--- src/verilog/ext_irq_pkg.sv ---
package ext_irq_pkg;

    // register indices on the plain register port
    localparam logic [1:0] ADDR_CONTROL   = 2'h0;
    localparam logic [1:0] ADDR_STATUS    = 2'h1;
    localparam logic [1:0] ADDR_MASK      = 2'h2;
    localparam logic [1:0] ADDR_SERVICE   = 2'h3;

    // control register field positions
    localparam int         POS_PORTB_SENSE   = 6;
    localparam int         POS_PORTB_INV     = 5;
    localparam int         POS_PORTA_F_SENSE = 3;
    localparam int         POS_PORTA_INV     = 2;
    localparam int         POS_TOP_EDGE      = 1;
    localparam int         POS_TOP_ENABLE    = 0;

    // reset values
    localparam logic [7:0] RESET_CONTROL  = 8'h00;
    localparam logic [4:0] RESET_STATUS   = 5'h00;
    localparam logic [4:0] RESET_MASK     = 5'h00;

    // cpu level that opens the sensitivity fields
    localparam logic [1:0] PRIO_LEVEL_3   = 2'h3;

    // sensitivity codes
    localparam logic [1:0] SENSE_FALL_LOW = 2'h0;
    localparam logic [1:0] SENSE_RISE     = 2'h1;
    localparam logic [1:0] SENSE_FALL     = 2'h2;
    localparam logic [1:0] SENSE_BOTH     = 2'h3;

    // status bit positions: groups 0..3 then top-level
    localparam int         NUM_GROUPS     = 4;
    localparam int         BIT_TOP        = 4;

    typedef struct packed {
        logic [1:0] addr;
        logic [7:0] wdata;
        logic       wr;
        logic       rd;
    } reg_req_s;

endpackage

--- src/verilog/group_detect.sv ---
module group_detect
    import ext_irq_pkg::*;
#(
    parameter int WIDTH = 4
) (
    // clock and reset
    input  wire logic             core_clk,
    input  wire logic             srst,
    // pins, already synchronised
    input  wire logic [WIDTH-1:0] pins,
    // configuration
    input  wire logic [1:0]       sense,
    input  wire logic             invert,
    // request, a pulse per edge or held while at the active level
    output logic                  request
);

    typedef struct packed {
        logic [WIDTH-1:0] prev;
        logic             request;
    } state_s;

    state_s st;
    state_s next_st;

    always_comb begin
        logic [WIDTH-1:0] rise;
        logic [WIDTH-1:0] fall;
        logic [WIDTH-1:0] lvl;
        rise = pins & ~st.prev;
        fall = ~pins & st.prev;
        lvl  = invert ? pins : ~pins;
        next_st.prev = pins;
        unique case (sense)
            SENSE_FALL_LOW: next_st.request = |(invert ? rise : fall) | |lvl;
            SENSE_RISE:     next_st.request = |(invert ? fall : rise);
            SENSE_FALL:     next_st.request = |(invert ? rise : fall);
            SENSE_BOTH:     next_st.request = |(rise | fall);
        endcase
    end

    always_ff @(posedge core_clk) begin
        if (srst) begin
            st <= '{prev: {WIDTH{1'b1}}, request: 1'b0};
        end else begin
            st <= next_st;
        end
    end

    assign request = st.request;

endmodule

--- src/verilog/ext_irq_sense.sv ---
module ext_irq_sense
    import ext_irq_pkg::*;
#(
    parameter int PORTA_W = 4,
    parameter int PORTF_W = 3,
    parameter int PORTB_W = 8
) (
    // clock and reset
    input  wire logic               core_clk,
    input  wire logic               srst,
    // register port
    input  wire logic [1:0]         reg_addr,
    input  wire logic [7:0]         reg_wdata,
    input  wire logic               reg_wr,
    input  wire logic               reg_rd,
    output logic      [7:0]         reg_rdata,
    // cpu condition register priority bits
    input  wire logic               cpu_prio_bit_hi,
    input  wire logic               cpu_prio_bit_lo,
    // port pins
    input  wire logic [PORTA_W-1:0] porta_pins,
    input  wire logic [PORTF_W-1:0] portf_pins,
    input  wire logic [PORTB_W-1:0] portb_pins,
    input  wire logic               top_irq_pin,
    // requests to the core
    output logic      [3:0]         group_pending,
    output logic                    top_level_irq,
    output logic                    irq
);

    typedef struct packed {
        logic [7:0]             ext_irq_control;
        logic [4:0]             status;
        logic [4:0]             mask;
        logic [7:0]             rdata;
        logic [3:0]             pending;
        logic                   top_pending;
        logic                   irq;
        logic [PORTA_W-1:0]     sa1;
        logic [PORTA_W-1:0]     sa2;
        logic [PORTF_W-1:0]     sf1;
        logic [PORTF_W-1:0]     sf2;
        logic [PORTB_W-1:0]     sb1;
        logic [PORTB_W-1:0]     sb2;
        logic                   st1;
        logic                   st2;
        logic                   top_prev;
    } state_s;

    state_s   st;
    state_s   next_st;
    reg_req_s req;
    logic [3:0] grp_req;

    assign req = '{addr: reg_addr, wdata: reg_wdata, wr: reg_wr, rd: reg_rd};

    // per-group detectors, port B split into low and high nibbles
    group_detect #(.WIDTH(PORTA_W)) u_porta_low_group (
        .core_clk (core_clk),
        .srst     (srst),
        .pins     (st.sa2),
        .sense    (st.ext_irq_control[POS_PORTA_F_SENSE +: 2]),
        .invert   (st.ext_irq_control[POS_PORTA_INV]),
        .request  (grp_req[0])
    );
    group_detect #(.WIDTH(PORTF_W)) u_portf_group (
        .core_clk (core_clk),
        .srst     (srst),
        .pins     (st.sf2),
        .sense    (st.ext_irq_control[POS_PORTA_F_SENSE +: 2]),
        .invert   (1'b0),
        .request  (grp_req[1])
    );
    group_detect #(.WIDTH(PORTB_W/2)) u_portb_low_group (
        .core_clk (core_clk),
        .srst     (srst),
        .pins     (st.sb2[PORTB_W/2-1:0]),
        .sense    (st.ext_irq_control[POS_PORTB_SENSE +: 2]),
        .invert   (st.ext_irq_control[POS_PORTB_INV]),
        .request  (grp_req[2])
    );
    group_detect #(.WIDTH(PORTB_W/2)) u_portb_high_group (
        .core_clk (core_clk),
        .srst     (srst),
        .pins     (st.sb2[PORTB_W-1:PORTB_W/2]),
        .sense    (st.ext_irq_control[POS_PORTB_SENSE +: 2]),
        .invert   (1'b0),
        .request  (grp_req[3])
    );

    function automatic logic is_wr(input reg_req_s r, input logic [1:0] a);
        return r.wr && (r.addr == a);
    endfunction

    always_comb begin
        logic [7:0] cur;
        logic [7:0] new_ctl;
        logic       level3;
        logic       cfg_change;
        logic       top_edge;
        logic [4:0] events;
        logic [3:0] service;
        logic       top_service;
        next_st     = st;
        cur         = st.ext_irq_control;
        new_ctl     = cur;
        level3      = ({cpu_prio_bit_hi, cpu_prio_bit_lo} == PRIO_LEVEL_3);
        cfg_change  = 1'b0;
        top_edge    = 1'b0;
        events      = 5'h00;
        service     = 4'h0;
        top_service = 1'b0;

        // two-stage synchronisers
        next_st.sa1 = porta_pins;
        next_st.sa2 = st.sa1;
        next_st.sf1 = portf_pins;
        next_st.sf2 = st.sf1;
        next_st.sb1 = portb_pins;
        next_st.sb2 = st.sb1;
        next_st.st1 = top_irq_pin;
        next_st.st2 = st.st1;
        next_st.top_prev = st.st2;

        // control register write
        if (is_wr(req, ADDR_CONTROL)) begin
            if (level3) begin
                new_ctl[7:2] = req.wdata[7:2];
            end
            if (!cur[POS_TOP_ENABLE]) begin
                new_ctl[POS_TOP_EDGE] = req.wdata[POS_TOP_EDGE];
            end
            new_ctl[POS_TOP_ENABLE] = req.wdata[POS_TOP_ENABLE];
            cfg_change = (new_ctl[7:2] != cur[7:2]);
        end
        next_st.ext_irq_control = new_ctl;

        if (is_wr(req, ADDR_SERVICE)) begin
            service     = req.wdata[3:0];
            top_service = req.wdata[BIT_TOP];
        end

        // top-level edge detection, any cpu level
        top_edge = cur[POS_TOP_EDGE] ? (st.st2 & ~st.top_prev)
                                     : (~st.st2 & st.top_prev);
        // enable gates the edge; dropping the enable may leave one latched
        top_edge = top_edge & cur[POS_TOP_ENABLE];

        // pending group requests
        if (cfg_change) begin
            next_st.pending = 4'h0;
        end else begin
            next_st.pending = (st.pending & ~service) | grp_req;
        end
        next_st.top_pending = (st.top_pending & ~top_service) | top_edge;

        // sticky status, set wins over clear
        events = {top_edge, grp_req};
        next_st.status = st.status;
        if (is_wr(req, ADDR_STATUS)) begin
            next_st.status = st.status & ~req.wdata[4:0];
        end
        next_st.status = next_st.status | events;
        if (is_wr(req, ADDR_MASK)) begin
            next_st.mask = req.wdata[4:0];
        end
        next_st.irq = |(next_st.status & next_st.mask);

        // read data, one cycle later
        next_st.rdata = 8'h00;
        if (req.rd) begin
            unique case (req.addr)
                ADDR_CONTROL: next_st.rdata = cur;
                ADDR_STATUS:  next_st.rdata = {3'h0, st.status};
                ADDR_MASK:    next_st.rdata = {3'h0, st.mask};
                ADDR_SERVICE: next_st.rdata = {3'h0, st.top_pending, st.pending};
            endcase
        end
    end

    always_ff @(posedge core_clk) begin
        if (srst) begin
            st                 <= '0;
            st.ext_irq_control <= RESET_CONTROL;
            st.status          <= RESET_STATUS;
            st.mask            <= RESET_MASK;
            st.sa1             <= '1;
            st.sa2             <= '1;
            st.sf1             <= '1;
            st.sf2             <= '1;
            st.sb1             <= '1;
            st.sb2             <= '1;
            st.st1             <= 1'b1;
            st.st2             <= 1'b1;
            st.top_prev        <= 1'b1;
        end else begin
            st <= next_st;
        end
    end

    assign reg_rdata     = st.rdata;
    assign group_pending = st.pending;
    assign top_level_irq = st.top_pending;
    assign irq           = st.irq;

endmodule

--- config.mk ---
export PLATFORM = sky130hd
export DESIGN_NAME = ext_irq_sense
export DESIGN_NICKNAME = d
export VERILOG_FILES = /design/src/verilog/ext_irq_pkg.sv /design/src/verilog/group_detect.sv /design/src/verilog/ext_irq_sense.sv
export SDC_FILE = /design/constraint.sdc
export NUM_CORES = 1
export LEC_CHECK = 0
export ABC_AREA = 0
export BUFFER_PORTS_ARGS = -buffer_cell sky130_fd_sc_hd__buf_2
export CAP_MARGIN = 20
export CORE_ASPECT_RATIO = 1.25
export CORE_MARGIN = 1.5
export CORE_UTILIZATION = 52
export CTS_CLUSTER_DIAMETER = 100
export CTS_CLUSTER_SIZE = 30
export DETAILED_ROUTE_END_ITERATION = 16
export PLACE_DENSITY_LB_ADDON = 0.3
export SYNTH_ARGS = -nofsm -noshare
export SYNTH_HDL_FRONTEND = slang
export SYNTH_HIERARCHICAL = 1
export SYNTH_SLANG_ARGS = --single-unit
--- constraint.sdc ---
create_clock -name core_clk -period 1.4 [get_ports core_clk]
set_input_delay 0.42 -clock core_clk [delete_from_list [all_inputs] [get_ports core_clk]]
set_output_delay 0.42 -clock core_clk [all_outputs]
set_load 0.005 [all_outputs]
# Word-level counts from Yosys, hierarchy flattened
# Cells that the tools add are included.
# totals
word_cells	123
reg_bits	84
out_inout_bits	14
inputBits	32
# op_classes
reduce_logical	27
n_mux	19
bitwise_logic	41
eq_ne	11
# ops
cell	count
4-bit OR reduction	12
8-bit case mux with 4 select lines	1
4-bit AND	7
4-bit 2-to-1 mux	7
4-bit NOT	7
4-bit OR	4
1-bit case mux with 4 select lines	4
2-bit == test (second input constant)	7
6-bit 2-to-1 mux	2
3-bit OR reduction	4
5-bit AND	2
5-bit 2-to-1 mux	2
3-bit AND	2
2-bit by 1-bit == test with 1-bit output (second input constant)	3
2-bit zero test	3
6-bit inequality test	1
3-bit NOT	2
1-bit NOT	5
5-bit NOT	1
1-bit OR	5
5-bit OR	1
5-bit OR reduction	1
1-bit AND	4
1-bit logical AND	4
other kinds (4)	7

# Depth between registers and ports, before layout
# logic_depth
ltp_word	7
ltp_mapped	6
ltp_nobuf	6

# Modules after synthesis
# The synthesis kept the hierarchy.
# by_module_without_submodules
module	n_inst	seq_area_each_um2	cells_per_inst	area_per_inst_um2
ext_irq_sense	1	1301.2	212	2397.3
group_detect at u_porta_low_group ...	3	100.1	39	349.1
group_detect at u_portf_group	1	80.1	31	284.0

# Worst setup path after synthesis
# Ideal clock, no wire load.
# synth_path
path_kind	input to register
from	input reg_wr
to	register st[64] (netlist bit)
required_ns	1.271
setup_time_ns	0.129
stages	6
slack_ns	-0.006
path_buffers	2
arrival_time_ns	1.277
path_cell_list	buf_6 > nor3b_2 > and3_1 > buf_6 > mux2i_1 > nor2_1
# synth_between
elab_chain_cells	1
# synth_rtl
element	line	text
start, declared	ext_irq_sense.sv:14	input wire logic reg_wr,
1-bit logical AND	ext_irq_sense.sv:92	return r.wr && (r.addr == a);
end signal, assigned	ext_irq_sense.sv:197	st <= next_st;
end, declared	ext_irq_sense.sv:50	state_s st;
# No other way between the ends.
# A chain may end at the register's enable or synchronous reset.

# Worst setup path in the final report
# layout_path
from	register st[26] (netlist bit)
to	register u_porta_low_group.st (netlist bit u_porta_low_group/request)
# layout_between
elab_chain_cells	6
elab_cells_between_ends	13
classes_between	mux: 4; bitwise: 5; reduce/logical: 4
# layout_rtl
element	line	text
4-bit NOT	group_detect.sv:31, group_detect.sv:32	
4-bit AND	group_detect.sv:31	fall = ~pins & st.prev;
4-bit 2-to-1 mux	group_detect.sv:35, group_detect.sv:37	
4-bit OR reduction	group_detect.sv:35, group_detect.sv:37	
1-bit OR	group_detect.sv:35	SENSE_FALL_LOW: next_st.request = |(invert ? rise : fall) | |lvl;
1-bit case mux with 4 select lines (*)	group_detect.sv:34	unique case (sense)
end signal, assigned	group_detect.sv:44	st <= '{prev: {WIDTH{1'b1}}, request: 1'b0};
end signal, assigned	group_detect.sv:46	st <= next_st;
end, declared	group_detect.sv:23	state_s st;
# Mark *: on every way between the ends. The rest lies on a longest branch, timed or not.

==> impl_metrics.py <==
metrics = {
    "power_and_ir_drop": {
        "total_leakage_power_nw": 2.277,
        "design_power_total_mw": 5.079,
        "netSwitchingFraction_pct": 23.02,
        "share_clk_of_total_power_pct": 37.0,
        "pwr-share-seq_pct": 50.3,
        "p_comb_share_pct": 12.7,
        "vdd_drop_max_v": 0.0006690,
        "power.density_cell_area_nw_per_um2": 1052,
        "power_report.internal_total_mw": 3.910,
        "net-switching-power_mw": 1.169,
    },
    "timing": {
        "rsz0062_at_grt": "true",
        "final_period_minus_worst_setup_slack_ns": 1.489,
        "finalCritPeriodShare_pct": 106.4,
        "timing.clock.skew_ns": 0.009008,
        "fmax_mhz": 671.6,
        "final-max-slew-violation-count": 0,
        "tns_ns": -0.08907,
        "setup_viol_count_final": 1,
        "post_layout_worst_setup_margin_ns": -0.08907,
        "endpoints_failing_hold": 0,
    },
    "floorplan": {
        "number_of_top_level_design_ports": 46,
        "floorplan.initialDensity_pct": 53.77,
        "die_height_um": 97.68,
        "design.core.area_sq_um": 6934,
        "fp.dieW_um": 78.74,
        "die_outline_area_sq_um": 7691,
        "std_cell_rows": 34,
    },
    "finish": {
        "antenna-diode-count": 0,
        "fin_util_pct": 69.63,
        "fraction_of_final_layout_cells_sized_beyond_drive_strength_1_pct": 47.51,
        "fillerInstances": 507,
        "layout_commonest_cell": "sky130_fd_sc_hd__dfxtp_1",
        "synthToLayoutAreaGrowth_pct": 29.50,
        "final_net_count": 518,
        "mostFrequentLayoutCells": "sky130_fd_sc_hd__dfxtp_1, sky130_fd_sc_hd__buf_4, sky130_fd_sc_hd__buf_2",
    },
    "detailed_routing": {
        "number_of_search_and_repair_iterations_in_the_first_detailed_routing_pass": 4,
        "route.detailed.drc": 0,
        "route.vias.total": 2716,
        "detail-route-antenna-nets": 0,
        "wire_per_inst_um": 13.68,
        "routed_via_density": 4.929,
        "finalWirelength_um": 7539,
        "initialDrtViolationCount": 104,
    },
    "yosys": {
        "synthFlopType": "sky130_fd_sc_hd__dfxtp_1",
        "sequential_area_share_after_synthesis_pct": 45.10,
        "synth-async-reset-ratio_pct": 0,
        "synth_enable_flop_cells": 0,
        "synthesis.yosys.warnings": 6,
        "ys_types": 43,
        "mappedNetlistArea_sq_um": 3729,
        "synth_cells": 360,
        "post_syn_area_per_cell_sq_um": 10.36,
        "synth.ff_latch_count": 84,
    },
    "global_route": {
        "grt_pass1_vias": 2744,
        "grt_remaining_overflow": 0,
        "grt_max_degree": 49,
        "grt.total_usage_pct": 20.14,
        "antenna_found_initial": 0,
        "first_pass_grt_wire_length_um": 12080,
    },
    "critical_path": {
        "critPathArrivalTime_ns": 1.71,
        "timing.setup.critical_path_class": "reg2reg",
        "data_required_time_of_the_critical_path_ns": 1.62,
        "r2r_setup_slack_ns": -0.09,
        "worst_setup_sp_type": "register",
        "critical_path_peak_fanout": 4,
        "critPathCaptureType": "register",
    },
    "clocking": {
        "clock_sinks": 84,
        "clock_tree.root_cell": "sky130_fd_sc_hd__clkbuf_8",
        "clkSlewWorstSetupHoldPaths_ns": 0.08,
        "max-clock-path-buffers": 2,
        "clock_tree_from_tritoncts": "yes",
        "cts_buffers": 9,
        "clk_latency_ns": 0.34,
        "htree_num_levels": 3,
    },
    "place": {
        "placer_congestion_estimate": 0.8821,
        "pre_cts_slack_ns": -0.2162,
        "port_buffers": 45,
        "dp_hpwl_um": 4946,
    },
    "run_status": {
        "outcome": "finished, violations left",
        "violations_in_the_final_reports": "negative setup slack",
    },
    "worst_hold_path": {
        "hp-class": "in2reg",
    },
    "flow_run": {
        "max_cap_viol_count": 0,
    },
}
-- layout make-up --
type | count | area [sq um] | area share [%]
clock buffers | 12 | 145.1 | 3.006
repair buffers | 99 | 671.9 | 13.92
well taps | 90 | 112.6 | 2.332
multi-input cells | 231 | 2004 | 41.51
clock inverters | 4 | 72.57 | 1.503
inverters | 31 | 116.4 | 2.410
flip-flops and latches | 84 | 1705 | 35.32
-- routing by layer --
| layer | global-route usage [%] | wire [um] | vias to the layer above |
|---|---|---|---|
| met4 | 11.26 | 136 | 0 |
| li1 | - | - | 1388 |
| met2 | 33.49 | 3854 | 65 |
| met5 | 0 | 0 | - |
| met1 | 23.76 | 3269 | 1251 |
| met3 | 4.225 | 278 | 12 |
-- worst paths after layout --
| check | end | start | depth (start not counted) |
|---|---|---|---|
| hold / removal | next_st[6] | portb_pins[3] | 2 |
| setup / recovery | u_porta_low_group/request | st[26] | 7 |
| setup reg to reg | u_porta_low_group/request | st[26] | 7 |
| hold reg to reg | st[20] | next_st[20] | 1 |
-- cells by family (layout without fill, tap and decap cells) --
family / count (synthesis) / count (layout) / share of synthesized area [%]
simple gates: 137 / 137 / 23.19
flops: 84 / 84 / 45.10
buf+inv: 53 / 146 / 7.248
fa+ha+maj: 30 / 30 / 10.07
compound gates: 28 / 28 / 5.570
mux: 21 / 21 / 7.315
xor+xnor: 6 / 6 / 1.409
other cells: 1 / 9 / 0.1006
-- sequential cells by signal, summed over array words and instances, names as in the netlist --
register,count
next_st,17
group_pending,4
top_level_irq,1
u_portb_low_group/st,4
u_portb_high_group/st,4
st,34
irq,1
u_porta_low_group/request,1
u_porta_low_group/st,4
reg_rdata,8
u_portb_high_group/request,1
u_portb_low_group/request,1
u_portf_group/st,3
u_portf_group/request,1
-- worst max-delay path: stages (launching register included) --
cell                       delay [ns]
sky130_fd_sc_hd__dfxtp_2         0.36
sky130_fd_sc_hd__inv_1           0.05
sky130_fd_sc_hd__ha_2            0.19
sky130_fd_sc_hd__nor4_4          0.34
sky130_fd_sc_hd__buf_4           0.17
sky130_fd_sc_hd__nor3b_1         0.04
sky130_fd_sc_hd__nor2_1          0.11
sky130_fd_sc_hd__a311oi_1        0.11
-- synthesized netlist by cell type, types with 5 or more instances --
cell                       count  area, sq um
sky130_fd_sc_hd__inv_1        31        116.4
sky130_fd_sc_hd__buf_4        13        97.59
sky130_fd_sc_hd__nand2_1       8        30.03
sky130_fd_sc_hd__or2_1         7        43.79
sky130_fd_sc_hd__ha_1         30        375.4
sky130_fd_sc_hd__a211oi_1      7        52.55
sky130_fd_sc_hd__clkbuf_1      5        18.77
sky130_fd_sc_hd__nor4_1        7        43.79
sky130_fd_sc_hd__and2_1        5        31.28
sky130_fd_sc_hd__nor2_1       27        101.4
sky130_fd_sc_hd__dfxtp_1      84         1682
sky130_fd_sc_hd__mux4_2        5        112.6
sky130_fd_sc_hd__nand4_1       9        56.30
sky130_fd_sc_hd__or2_2        41        256.5
sky130_fd_sc_hd__mux2i_1      16        160.2
sky130_fd_sc_hd__a21oi_1       7        35.03
sky130_fd_sc_hd__a21oi_2       5        43.79
-- power by group through the flow --
| stage | Clock (mW) | Combinational, mW | Sequential [mW] |
|---|---|---|---|
| floorplan | 0 | 0.330 | 2.59 |
| global placement | 0 | 0.543 | 2.61 |
| detailed placement | 0 | 0.562 | 2.61 |
| CTS | 1.92 | 0.586 | 2.55 |
| global route | 2.04 | 0.706 | 2.57 |
| finish | 1.88 | 0.643 | 2.56 |
-- what timing repair did --
item                       4_1_cts  5_1_grt
gates resized for setup         15       41
hold buffers                     0        0
pin swaps                        9       15
setup endpoints to repair        4        5
buffers inserted                 3        2
-- through the flow --
stage               instances  instance area [sq um]  hold WS [ns]
finish                    551                   4828        0.2504
detailed placement        530                   4354        0.3879
global placement          530                   4354        0.3871
global route              551                   4828        0.2282
CTS                       549                   4644        0.2260
floorplan                 368                   3765        0.3832
Power figures use the tool's default switching activity.
